### src/fpud_pkg.sv
/*
 * Shared constants and carrier types for the underflow post-processing stage.
 * Assumes a single clock and synchronous active-low reset in every user.
 */
`default_nettype none

package fpud_pkg;

    // Destination formats.
    typedef enum logic [1:0] {
        FPUD_DST_SINGLE = 2'b00,
        FPUD_DST_DOUBLE = 2'b01,
        FPUD_DST_EXTEND = 2'b11
    } fpud_fmt_t;

    localparam int unsigned FPUD_EXP_W   = 18;
    localparam int unsigned FPUD_SIG_W   = 64;
    localparam int unsigned FPUD_SHIFT_W = 7;

    // Minimum unbiased exponents per destination.
    localparam logic signed [FPUD_EXP_W-1:0] FPUD_EMIN_SINGLE = -18'sd126;
    localparam logic signed [FPUD_EXP_W-1:0] FPUD_EMIN_DOUBLE = -18'sd1023;
    localparam logic signed [FPUD_EXP_W-1:0] FPUD_EMIN_EXTEND = -18'sd16383;

    // Rebias constant for unmasked register-destination underflow.
    localparam logic signed [FPUD_EXP_W-1:0] FPUD_REBIAS = 18'sd24576;

    // Single-precision denormal store: 24-bit significand, bias 126.
    localparam int unsigned                  FPUD_SGL_SIG_W = 24;
    localparam logic signed [FPUD_EXP_W-1:0] FPUD_SGL_BIAS  = 18'sd126;

    // Register tag codes.
    localparam logic [1:0] FPUD_TAG_VALID   = 2'b00;
    localparam logic [1:0] FPUD_TAG_ZERO    = 2'b01;
    localparam logic [1:0] FPUD_TAG_SPECIAL = 2'b10;

    typedef struct packed {
        logic                          sign;
        logic signed [FPUD_EXP_W-1:0]  exp;
        logic [FPUD_SIG_W-1:0]         sig;
        fpud_fmt_t                     fmt;
        logic                          to_reg;
    } fpud_opnd_t;

    typedef struct packed {
        logic                          sign;
        logic signed [FPUD_EXP_W-1:0]  exp;
        logic [FPUD_SIG_W-1:0]         sig;
        logic [1:0]                    tag;
        logic                          to_reg;
        logic                          denorm;
    } fpud_res_t;

endpackage : fpud_pkg

`default_nettype wire

### src/fpud_shift.sv
/*
 * One denormalisation step: exponent up by one, significand right by one.
 * Assumes the caller decides when to step; purely combinational.
 */
`default_nettype none

module fpud_shift
    import fpud_pkg::*;
(
    input  wire logic signed [FPUD_EXP_W-1:0] exp_i,  // Exponent in.
    input  wire logic [FPUD_SIG_W-1:0]        sig_i,  // Significand in.
    output logic signed [FPUD_EXP_W-1:0]      exp_o,  // Exponent plus one.
    output logic [FPUD_SIG_W-1:0]             sig_o   // Shifted significand.
);

    always_comb begin
        exp_o = exp_i + 18'sd1;
        sig_o = {1'b0, sig_i[FPUD_SIG_W-1:1]};
    end

endmodule : fpud_shift

`default_nettype wire

### src/fpud_core.sv
/*
 * Underflow detection and handling stage behind the arithmetic units.
 * Assumes the upstream units deliver normalised exact results.
 */
`default_nettype none

module fpud_core
    import fpud_pkg::*;
(
    input  wire logic       clk_i,        // 200 MHz clock.
    input  wire logic       reset_n_i,    // Synchronous reset, active low.
    input  wire logic       in_valid_i,   // Operand presented.
    output logic            in_ready_o,   // Stage idle and accepts.
    input  wire fpud_opnd_t in_i,         // Exact result from arithmetic.
    input  wire logic       uf_mask_i,    // Underflow mask from control word.
    input  wire logic       uf_clear_i,   // Software clears the sticky flag.
    input  wire logic       resume_i,     // Handler done, leave halt.
    output logic            out_valid_o,  // Result pulse for reg or store.
    output fpud_res_t       out_o,        // Result, exp field zero if denormal.
    output logic            irq_o,        // Interrupt request, level.
    output logic            halted_o,     // Execution halted.
    output logic            uf_sticky_o   // Sticky underflow status.
);

    ////////////////////////////////////////////////////////////////////////

    typedef enum logic [1:0] {
        ST_IDLE = 2'b00,
        ST_DNRM = 2'b01,
        ST_DONE = 2'b11,
        ST_HALT = 2'b10
    } fpud_state_t;

    typedef struct packed {
        fpud_state_t                  st;
        fpud_opnd_t                   op;
        logic signed [FPUD_EXP_W-1:0] emin;
        logic                         mask;
        logic                         oval;
        fpud_res_t                    res;
        logic                         irq;
        logic                         sticky;
        logic                         uf;
    } fpud_regs_t;

    fpud_regs_t q, d;

    logic signed [FPUD_EXP_W-1:0] step_exp;
    logic [FPUD_SIG_W-1:0]        step_sig;
    logic signed [FPUD_EXP_W-1:0] in_emin;
    logic                         in_uf;
    logic [FPUD_SIG_W-1:0]        rnd_sig;

    fpud_shift u_shift (
        .exp_i (q.op.exp),
        .sig_i (q.op.sig),
        .exp_o (step_exp),
        .sig_o (step_sig)
    );

    ////////////////////////////////////////////////////////////////////////

    always_comb begin
        case (in_i.fmt)
            FPUD_DST_SINGLE: in_emin = FPUD_EMIN_SINGLE;
            FPUD_DST_DOUBLE: in_emin = FPUD_EMIN_DOUBLE;
            default:         in_emin = FPUD_EMIN_EXTEND;
        endcase
        in_uf = in_i.exp < in_emin;
    end

    // Round to nearest at 24 bits. A carry into the integer bit turns the largest
    // denormal into the smallest normal, which then leaves as a normal result.
    always_comb begin
        rnd_sig = q.op.sig;
        if (q.op.fmt == FPUD_DST_SINGLE) begin
            rnd_sig = {q.op.sig[FPUD_SIG_W-1:FPUD_SIG_W-FPUD_SGL_SIG_W], 40'h0}
                    + {23'h0, q.op.sig[FPUD_SIG_W-FPUD_SGL_SIG_W-1], 40'h0};
        end
    end

    always_comb begin
        d      = q;
        d.oval = 1'b0;
        if (uf_clear_i) begin
            d.sticky = 1'b0;
        end
        case (q.st)
            ST_IDLE: begin
                if (in_valid_i) begin
                    d.op   = in_i;
                    d.emin = in_emin;
                    d.mask = uf_mask_i;
                    d.uf   = in_uf;
                    if (!in_uf) begin
                        d.st = ST_DONE;
                    end else begin
                        d.sticky = 1'b1;
                        if (uf_mask_i) begin
                            d.st = ST_DNRM;
                        end else if (in_i.to_reg) begin
                            d.op.exp = in_i.exp + FPUD_REBIAS;
                            d.st     = ST_DONE;
                        end else begin
                            d.irq = 1'b1;
                            d.st  = ST_HALT;
                        end
                    end
                end
            end
            ST_DNRM: begin
                if (q.op.exp < q.emin) begin
                    d.op.exp = step_exp;
                    d.op.sig = step_sig;
                end else begin
                    d.st = ST_DONE;
                end
            end
            ST_DONE: begin
                d.oval       = 1'b1;
                d.res.sign   = q.op.sign;
                d.res.to_reg = q.op.to_reg;
                d.res.sig    = q.op.sig;
                d.res.exp    = q.op.exp;
                d.res.tag    = FPUD_TAG_VALID;
                d.res.denorm = 1'b0;
                d.st         = ST_IDLE;
                if (q.op.sig == 64'h0) begin
                    d.res.exp = '0;
                    d.res.tag = FPUD_TAG_ZERO;
                end else if (!q.op.sig[FPUD_SIG_W-1]) begin
                    d.res.exp    = '0;
                    d.res.tag    = FPUD_TAG_SPECIAL;
                    d.res.denorm = 1'b1;
                    if (q.op.fmt == FPUD_DST_SINGLE) begin
                        d.res.sig = {1'b0, rnd_sig[FPUD_SIG_W-2:0]};
                        if (rnd_sig[FPUD_SIG_W-1]) begin
                            d.res.exp    = q.op.exp;
                            d.res.sig    = rnd_sig;
                            d.res.tag    = FPUD_TAG_VALID;
                            d.res.denorm = 1'b0;
                        end else if (rnd_sig == 64'h0) begin
                            d.res.tag    = FPUD_TAG_ZERO;
                            d.res.denorm = 1'b0;
                        end
                    end
                end
                // Only a rebiased underflow halts; plain register results go on.
                if (q.uf && !q.mask && q.op.to_reg) begin
                    d.irq = 1'b1;
                    d.st  = ST_HALT;
                end
            end
            ST_HALT: begin
                if (resume_i) begin
                    d.irq = 1'b0;
                    d.st  = ST_IDLE;
                end
            end
            default: d.st = ST_IDLE;
        endcase
        if (q.st == ST_IDLE && in_valid_i && in_uf) begin
            d.sticky = 1'b1;
        end
    end

    always_ff @(posedge clk_i) begin
        if (!reset_n_i) begin
            q <= '0;
        end else begin
            q <= d;
        end
    end

    assign in_ready_o  = (q.st == ST_IDLE);
    assign out_valid_o = q.oval;
    assign out_o       = q.res;
    assign irq_o       = q.irq;
    assign halted_o    = (q.st == ST_HALT);
    assign uf_sticky_o = q.sticky;

    ////////////////////////////////////////////////////////////////////////

    property p_uf_sticky;
        @(posedge clk_i) disable iff (!reset_n_i)
        (q.st == ST_IDLE && in_valid_i && in_uf) |=> uf_sticky_o;
    endproperty
    a_uf_sticky: assert property (p_uf_sticky) else $error("sticky not set");

    property p_mem_halt;
        @(posedge clk_i) disable iff (!reset_n_i)
        (in_ready_o && in_valid_i && in_uf && !uf_mask_i && !in_i.to_reg)
            |=> (halted_o && irq_o && !out_valid_o);
    endproperty
    a_mem_halt: assert property (p_mem_halt) else $error("memory underflow not halted");

    property p_reg_irq;
        @(posedge clk_i) disable iff (!reset_n_i)
        (in_ready_o && in_valid_i && in_uf && !uf_mask_i && in_i.to_reg)
            |=> ##1 (out_valid_o && out_o.exp == $past(in_i.exp, 2) + FPUD_REBIAS)
            ##1 (irq_o && halted_o);
    endproperty
    a_reg_irq: assert property (p_reg_irq) else $error("register rebias path wrong");

    property p_masked_go;
        @(posedge clk_i) disable iff (!reset_n_i)
        (out_valid_o && q.mask) |-> !irq_o;
    endproperty
    a_masked_go: assert property (p_masked_go) else $error("masked underflow interrupted");

    property p_step;
        @(posedge clk_i) disable iff (!reset_n_i)
        (q.st == ST_DNRM && q.op.exp < q.emin)
            |=> (q.op.exp == $past(q.op.exp) + 18'sd1 && !q.op.sig[FPUD_SIG_W-1]);
    endproperty
    a_step: assert property (p_step) else $error("denormal step wrong");

    property p_zero_tag;
        @(posedge clk_i) disable iff (!reset_n_i)
        (out_valid_o && out_o.sig == 64'h0) |-> (out_o.tag == FPUD_TAG_ZERO && out_o.exp == '0);
    endproperty
    a_zero_tag: assert property (p_zero_tag) else $error("zero not tagged");

    property p_den_tag;
        @(posedge clk_i) disable iff (!reset_n_i)
        (out_valid_o && out_o.denorm) |-> (out_o.tag == FPUD_TAG_SPECIAL && out_o.sig != 64'h0);
    endproperty
    a_den_tag: assert property (p_den_tag) else $error("denormal not special");

    property p_den_exp;
        @(posedge clk_i) disable iff (!reset_n_i)
        (out_valid_o && out_o.denorm && !out_o.sig[FPUD_SIG_W-1]) |-> out_o.exp == '0;
    endproperty
    a_den_exp: assert property (p_den_exp) else $error("denormal exponent not zero");

    property p_plain_go;
        @(posedge clk_i) disable iff (!reset_n_i)
        (in_ready_o && in_valid_i && !in_uf) |=> ##1 (out_valid_o && !irq_o && !halted_o);
    endproperty
    a_plain_go: assert property (p_plain_go) else $error("plain result interrupted");

endmodule : fpud_core

`default_nettype wire

### config.mk
export PLATFORM = sky130hd
export DESIGN_NAME = fpud_core
export DESIGN_NICKNAME = d
export VERILOG_FILES = /design/src/fpud_pkg.sv /design/src/fpud_shift.sv /design/src/fpud_core.sv
export SDC_FILE = /design/constraint.sdc
export NUM_CORES = 1
export LEC_CHECK = 0
export CORE_MARGIN = 8
export CORE_UTILIZATION = 50
export DETAILED_ROUTE_END_ITERATION = 10
export DONT_BUFFER_PORTS = 1
export PLACE_DENSITY = 0.67
export SLEW_MARGIN = 20
export SYNTH_ARGS = -nofsm -noshare
export SYNTH_HDL_FRONTEND = slang
export SYNTH_SLANG_ARGS = --single-unit
### constraint.sdc
create_clock -name clk_i -period 3.2 [get_ports clk_i]
set_clock_uncertainty 0.15 [all_clocks]
set_input_delay 0.48 -clock clk_i [delete_from_list [all_inputs] [get_ports clk_i]]
set_output_delay 0.48 -clock clk_i [all_outputs]
set_load 0.05 [all_outputs]
==> results of run 1 <==
==> final cells by class <==
cell class | count | area share [%]
Sequential cell | 183 | 35.1
Clock inverter | 14 | 1.54
Inverter | 19 | 0.732
Clock buffer | 18 | 4.11
Timing Repair Buffer | 37 | 3.79
Tap cell | 270 | 3.24
Multi-Input combinational cell | 869 | 51.5
==> cells by family after synthesis <==
| group | count (synthesis) | share of synthesized area (%) |
|---|---|---|
| adder cells (fa/ha/maj) | 24 | 2.92 |
| AND/OR/NAND/NOR | 528 | 23.9 |
| XOR/XNOR | 27 | 2.30 |
| multiplexers | 5 | 0.499 |
| buffers and inverters | 222 | 12.5 |
| AO/OA/AOI/OAI | 285 | 22.3 |
| flip-flops | 183 | 35.6 |
==> sequential cells by signal (all words and copies together) (netlist names) <==
name         count
out_valid_o      1
irq_o            1
uf_sticky_o      1
q               94
out_o           86
==> final timing paths <==
path	startpoint	slack (ns)	depth (start not counted)	endpoint
min	in_i[0]	0.02	2	q[110]
max reg2reg	q[153]	0.24	10	out_o[2]
max	q[153]	0.24	10	out_o[2]
min reg2reg	q[0]	0.31	2	q[0]
==> metal layers <==
metal  vias up  wire length [um]
met1      4069             12100
met2       347             12700
met4         0               641
li1       4167                 -
met5         -                 0
met3        42              2500
==> where the power goes <==
part	total, uW	leakage, uW	internal (uW)	switching [uW]
registers	3010	0.00149	2540	475
clock network	2090	0.000280	1050	1040
logic	1780	0.00172	724	1060
total	6880	0.00349	4310	2570
==> cell usage after synthesis, types with 18 or more instances <==
| library cell | n |
|---|---|
| buf_2 | 23 |
| ha_1 | 24 |
| a21oi_1 | 95 |
| nor4_1 | 20 |
| clkbuf_1 | 73 |
| a311oi_2 | 61 |
| o21ai_0 | 37 |
| inv_1 | 18 |
| nor2_1 | 133 |
| dfxtp_1 | 183 |
| buf_4 | 94 |
| nand2_1 | 158 |
| a22oi_1 | 19 |
| nand3_1 | 135 |
| nand4_1 | 21 |
==> through the flow <==
stage / instances / instance area, um^2 / power (uW) / TNS (ns) / hold slack (ns)
after floorplan: 1274 / 10300 / 4440 / 0 / 0.282
after CTS: 1408 / 10400 / 6900 / 0 / 0.00407
final: 1410 / 10400 / 6880 / 0 / 0.0195
after global placement: 1374 / 9790 / 4750 / 0 / 0.293
after detailed placement: 1374 / 9790 / 4810 / -0.224 / 0.300
after global routing: 1410 / 10400 / 7240 / 0 / 0.0195
==> cell usage in the layout, fill, tap and decap left out, drive strengths merged, types with 3 or more instances in the layout <==
cell and count:
clkbuf 18, a21o 4, a22oi 19, nor2 133
xnor2 11, ha 24, a211oi 12, inv 26
buf 35, a21oi 95, and3 10, nor3 13
nand4 21, a211o 3, o31ai 3, a2111oi 3
or4 3, nor2b 4, dfxtp 183, xor2 16
nand2b 4, o21a 3, or3 4, clkinv 5
nor4 23, nor3b 6, a221oi 4, a311oi 69
or2 4, a31oi 12, and2 5, nand3 135
nand2 158, mux2i 4, o22ai 5, o21ai 39
==> repair_timing <==
item | CTS | global route
gates cloned | 0 | 0
endpoints found under the hold margin | 2 | 0
pin swaps | 0 | 1
gates resized for setup | 1 | 3
setup buffers | 0 | 2
endpoints found under the setup margin | 38 | 73
hold buffers | 2 | 0
==> results.py, run 1 <==
metrics = {
    "placement": {
        "dp_slack_ns": -0.0392,
        "post-dp-hpwl_um": 19400,
        "gp_congestion": 0.878,
        "numPortBuffers": 0,
    },
    "timing": {
        "fin_ws_ns": 0.237,
        "finalSetupViolations": 0,
        "slew_viol_final": 0,
        "max-slew-margin-rel_pct": 26.9,
        "min_period_ns": 2.96,
        "tightest_slew_ns": 1.09,
        "min_period_over_period_pct": 92.6,
        "rsz0062_at_grt": "no",
        "hold_viol": 0,
        "fmax_mhz": 337,
    },
    "critical_path": {
        "critical_path_buf_inv_count": 1,
        "path_class": "reg -> reg",
        "slowest_stage": "dfxtp_1",
        "critPathTopFamily": "simple AND/OR/NAND/NOR gates",
        "cp.required_ns": 3.41,
        "path_max_fanout": 6,
        "cp-start-kind": "flip-flop",
        "critPathCaptureType": "flip-flop",
        "crit_chain": "ha_2, ha_1, or3b_4, nor4_4, buf_4, nand3_1, nor2_1, o22ai_1, nor4_2, o2bb2ai_1",
        "cpPeakStageDelay_ns": 0.43,
        "crit_arrival_ns": 3.17,
    },
    "clocking": {
        "cts_tree": "yes",
        "numCtsBuffers": 17,
        "clock_latency_ns": 0.44,
        "clkSlewWorstSetupHoldPaths_ns": 0.08,
        "cts_buffer_depth": 2,
        "clock_sinks": 183,
        "cts_root_buffer": "clkbuf_16",
        "cts_max_level": 4,
    },
    "grt": {
        "grtUsageMet3_pct": 7.14,
        "grt_pass1_wl_um": 44800,
        "use_met1_pct": 27.6,
        "antenna_found_initial": 0,
        "grt_max_degree": 84,
        "overflow": 0,
        "grt_use_met2_pct": 32.7,
        "grt.busiest_layer": "met2",
        "first_global_vias": 8102,
        "grt_usage_pct": 21.3,
    },
    "synthesis": {
        "syn_area_mm2": 0.0103,
        "synth-async-reset-ratio_pct": 0,
        "avgSynthCellArea_um2": 8.07,
        "syn-num-nets": 1390,
        "ys_warn_count": 0,
        "synthDistinctLibCells": 63,
        "seq_area_frac_synth_pct": 35.6,
        "synthFlopType": "dfxtp_1",
        "yosys.area.top_type": "dfxtp_1",
        "yosys-top-cells-area": "dfxtp_1 (36%), a311oi_2 (8.9%), buf_4 (6.9%)",
        "netlist.area_leader.share_pct": 35.6,
        "synth_cells": 1274,
        "synth-seq-cells": 183,
        "synth_edf_count": 0,
    },
    "power": {
        "worst_ir_drop_vdd_v": 0.000305,
        "power.density_mw_per_mm2": 660,
        "power.static_leakage_uw": 0.00349,
    },
    "floorplanning": {
        "start_util_pct": 50.8,
        "dieArea_mm2": 0.0254,
        "design.core.area_mm2": 0.0202,
        "dieWidth_um": 159,
        "placementRows": 52,
        "die_h_um": 159,
        "io_pins": 184,
    },
    "finish": {
        "area_growth_pct": 1.48,
        "final_util_pct": 51.6,
        "final_layout_size_suffix_gt1_share_pct": 13.2,
        "seqCellArea_mm2": 0.00366,
        "diodes": 0,
        "fin_nets": 1243,
        "multi_input_area_mm2": 0.00537,
        "fill_cells": 1942,
    },
    "outcome": {
        "outcome": "finished clean",
    },
    "routing": {
        "routed_wl_um": 28000,
        "vias": 8625,
        "drtIter0Drc": 728,
        "ant_nets": 0,
        "first_pass_iters": 5,
        "wl_per_cell_um": 19.8,
        "drc_errors": 0,
        "routed_via_density": 6.12,
    },
    "hold_path": {
        "holdCritPathClass": "in -> reg",
    },
    "run": {
        "drv_cap": 0,
    },
}
No activity file was read; power rests on OpenSTA's default activity.
==> run 2, diff against run 1 <==
--- a/config.mk
+++ b/config.mk
@@ -9,7 +9,9 @@
 export CORE_UTILIZATION = 50
 export DETAILED_ROUTE_END_ITERATION = 10
 export DONT_BUFFER_PORTS = 1
+export GPL_ROUTABILITY_DRIVEN = 0
 export PLACE_DENSITY = 0.67
+export REMOVE_ABC_BUFFERS = 1
 export SLEW_MARGIN = 20
 export SYNTH_ARGS = -nofsm -noshare
 export SYNTH_HDL_FRONTEND = slang
==> constraint.sdc (replaced) <==
create_clock -name clk_i -period 3.4 [get_ports clk_i]
set_clock_uncertainty 0.15 [all_clocks]
set_input_delay 0.51 -clock clk_i [delete_from_list [all_inputs] [get_ports clk_i]]
set_output_delay 0.51 -clock clk_i [all_outputs]
set_load 0.05 [all_outputs]
==> run 2 against run 1 <==
Effect of this change: die area unchanged; maximum frequency fell by 5.3%; sequential cell count did not move; power is 4.7% lower; sequential power shrank 6.6%; design area shrank 0.67%; largest power group unchanged; final cell count decreased by 0.28%; global-route usage increased by 0.72 points; critical path type unchanged; combinational power shrank 6%.
==> results.py, run 2 (synthesis results as in run 1) <==
metrics = {
    "clocking": {
        "cts_tree": "yes",
        "clkSlewWorstSetupHoldPaths_ns": 0.07,
        "clock_sinks": 183,
        "cts_buffer_depth": 2,
        "post_cts_buffers": 0,
        "cts_root_buffer": "clkbuf_16",
        "cts_max_level": 4,
        "numCtsBuffers": 17,
        "clock_latency_ns": 0.44,
    },
    "routing": {
        "routed_wl_um": 28500,
        "met1_length_um": 12000,
        "wl_per_cell_um": 20.3,
        "drc_errors": 0,
        "ant_nets": 0,
        "drtIter0Drc": 767,
        "highest_layer": "met4",
        "met3_length_um": 2620,
        "routed_via_density": 6.08,
        "met2WireLength_um": 13400,
        "first_pass_iters": 5,
        "vias": 8555,
    },
    "critical_path": {
        "cp-start-kind": "flip-flop",
        "critical_path_buf_inv_count": 1,
        "crit_arrival_ns": 3.29,
        "critPathTopFamily": "simple AND/OR/NAND/NOR gates",
        "slowest_stage": "or3b_4",
        "cpPeakStageDelay_ns": 0.43,
        "cp.required_ns": 3.56,
        "critPathCaptureType": "flip-flop",
        "path_max_fanout": 9,
        "rr_startpoint": "q[153]",
        "reg2reg_depth": 10,
        "crit_top_cell": "ha_1",
        "r2r_slack_ns": 0.27,
        "path_class": "reg -> reg",
        "crit_chain": "ha_1, ha_1, or3b_4, nor4_4, buf_4, nand3_1, nor2_1, o22ai_1, nor4_1, o21ai_1",
        "r2r-end": "out_o[3]",
    },
    "placement": {
        "placed_cells": 1374,
        "numPortBuffers": 0,
        "dp_slack_ns": 0.297,
        "post-dp-hpwl_um": 19400,
    },
    "grt": {
        "overflow": 0,
        "antenna_found_initial": 0,
        "grt_max_degree": 73,
        "grt_pass1_wl_um": 45900,
        "grt_usage_pct": 22.0,
        "first_global_vias": 8076,
    },
    "power": {
        "power.density_mw_per_mm2": 633,
        "power.static_leakage_uw": 0.00349,
        "worst_ir_drop_vdd_v": 0.000341,
    },
    "hold_path": {
        "min_from": "resume_i",
        "min_to": "irq_o",
        "whs_path_depth": 1,
        "holdCritPathClass": "in -> reg",
    },
    "timing": {
        "holdWs_ns": 0.0305,
        "max-slew-margin-rel_pct": 30.1,
        "tns_ns": 0,
        "hold_viol": 0,
        "fmax_mhz": 320,
        "fin_ws_ns": 0.270,
        "slew_viol_final": 0,
        "min_period_ns": 3.13,
        "rsz0062_at_grt": "no",
        "tightest_slew_ns": 1.05,
        "finalSetupViolations": 0,
        "min_period_over_period_pct": 92.1,
    },
    "floorplanning": {
        "io_pins": 184,
        "start_util_pct": 50.8,
        "dieWidth_um": 159,
        "die_h_um": 159,
        "dieArea_mm2": 0.0254,
        "design.core.area_mm2": 0.0202,
        "placementRows": 52,
    },
    "outcome": {
        "outcome": "finished clean",
    },
    "finish": {
        "layout_commonest_cell": "dfxtp_1",
        "largest_reg_flops": 94,
        "stdcell_count": 1406,
        "regMostFlops": "q",
        "fin_nets": 1239,
        "final_layout_size_suffix_gt1_share_pct": 13.1,
        "diodes": 0,
        "area_growth_pct": 0.803,
        "mostFrequentLayoutCells": "dfxtp_1 (183), nand2_1 (157), nand3_1 (135)",
    },
    "run": {
        "drv_cap": 0,
    },
}
==> run 2: cell type report <==
type	instances	area (um^2)
clock buffers	18	439
flip-flops and latches	183	3660
repair buffers	33	310
fillers	1936	9870
multi-input cells	869	5360
clock inverters	14	171
inverters	19	76.3
well taps	270	338
==> run 2: through the flow <==
step           total power [uW]  utilization [%]  instance area (um^2)
4_1_cts                    6590             51.2                 10400
5_1_grt                    6900             51.2                 10400
3_5_place_dp               4510             48.2                  9750
3_3_place_gp               4460             48.2                  9740
6_report                   6560             51.2                 10400
2_1_floorplan              3990                -                  9070
==> run 2: power breakdown <==
group | leakage [uW] | internal [uW] | total (uW) | switching [uW]
logic | 0.00169 | 650 | 1670 | 1020
clock network | 0.000304 | 1140 | 2080 | 944
registers | 0.00149 | 2390 | 2810 | 417
total | 0.00349 | 4180 | 6560 | 2380
==> run 2: worst max path at each step <==
stage	start	endpoint	cells past startpoint
final	q[153]	out_o[3]	10
after global routing	q[108]	q[114]	10
after CTS	q[153]	out_o[3]	10
after detailed placement	q[153]	out_o[3]	10
after global placement	q[153]	out_o[3]	10
after floorplan	q[196]	q[191]	7
==> run 2: layer usage <==
| metal | vias up | global-route usage [%] |
|---|---|---|
| met3 | 40 | 7.19 |
| met2 | 292 | 35.1 |
| met5 | - | 0 |
| met1 | 4066 | 27.8 |
| li1 | 4157 | - |
| met4 | 0 | 6.48 |
==> run 2: timing repair <==
action	in CTS	in global routing
hold buffers	0	0
setup endpoints to repair	0	14
gates resized for setup	0	1
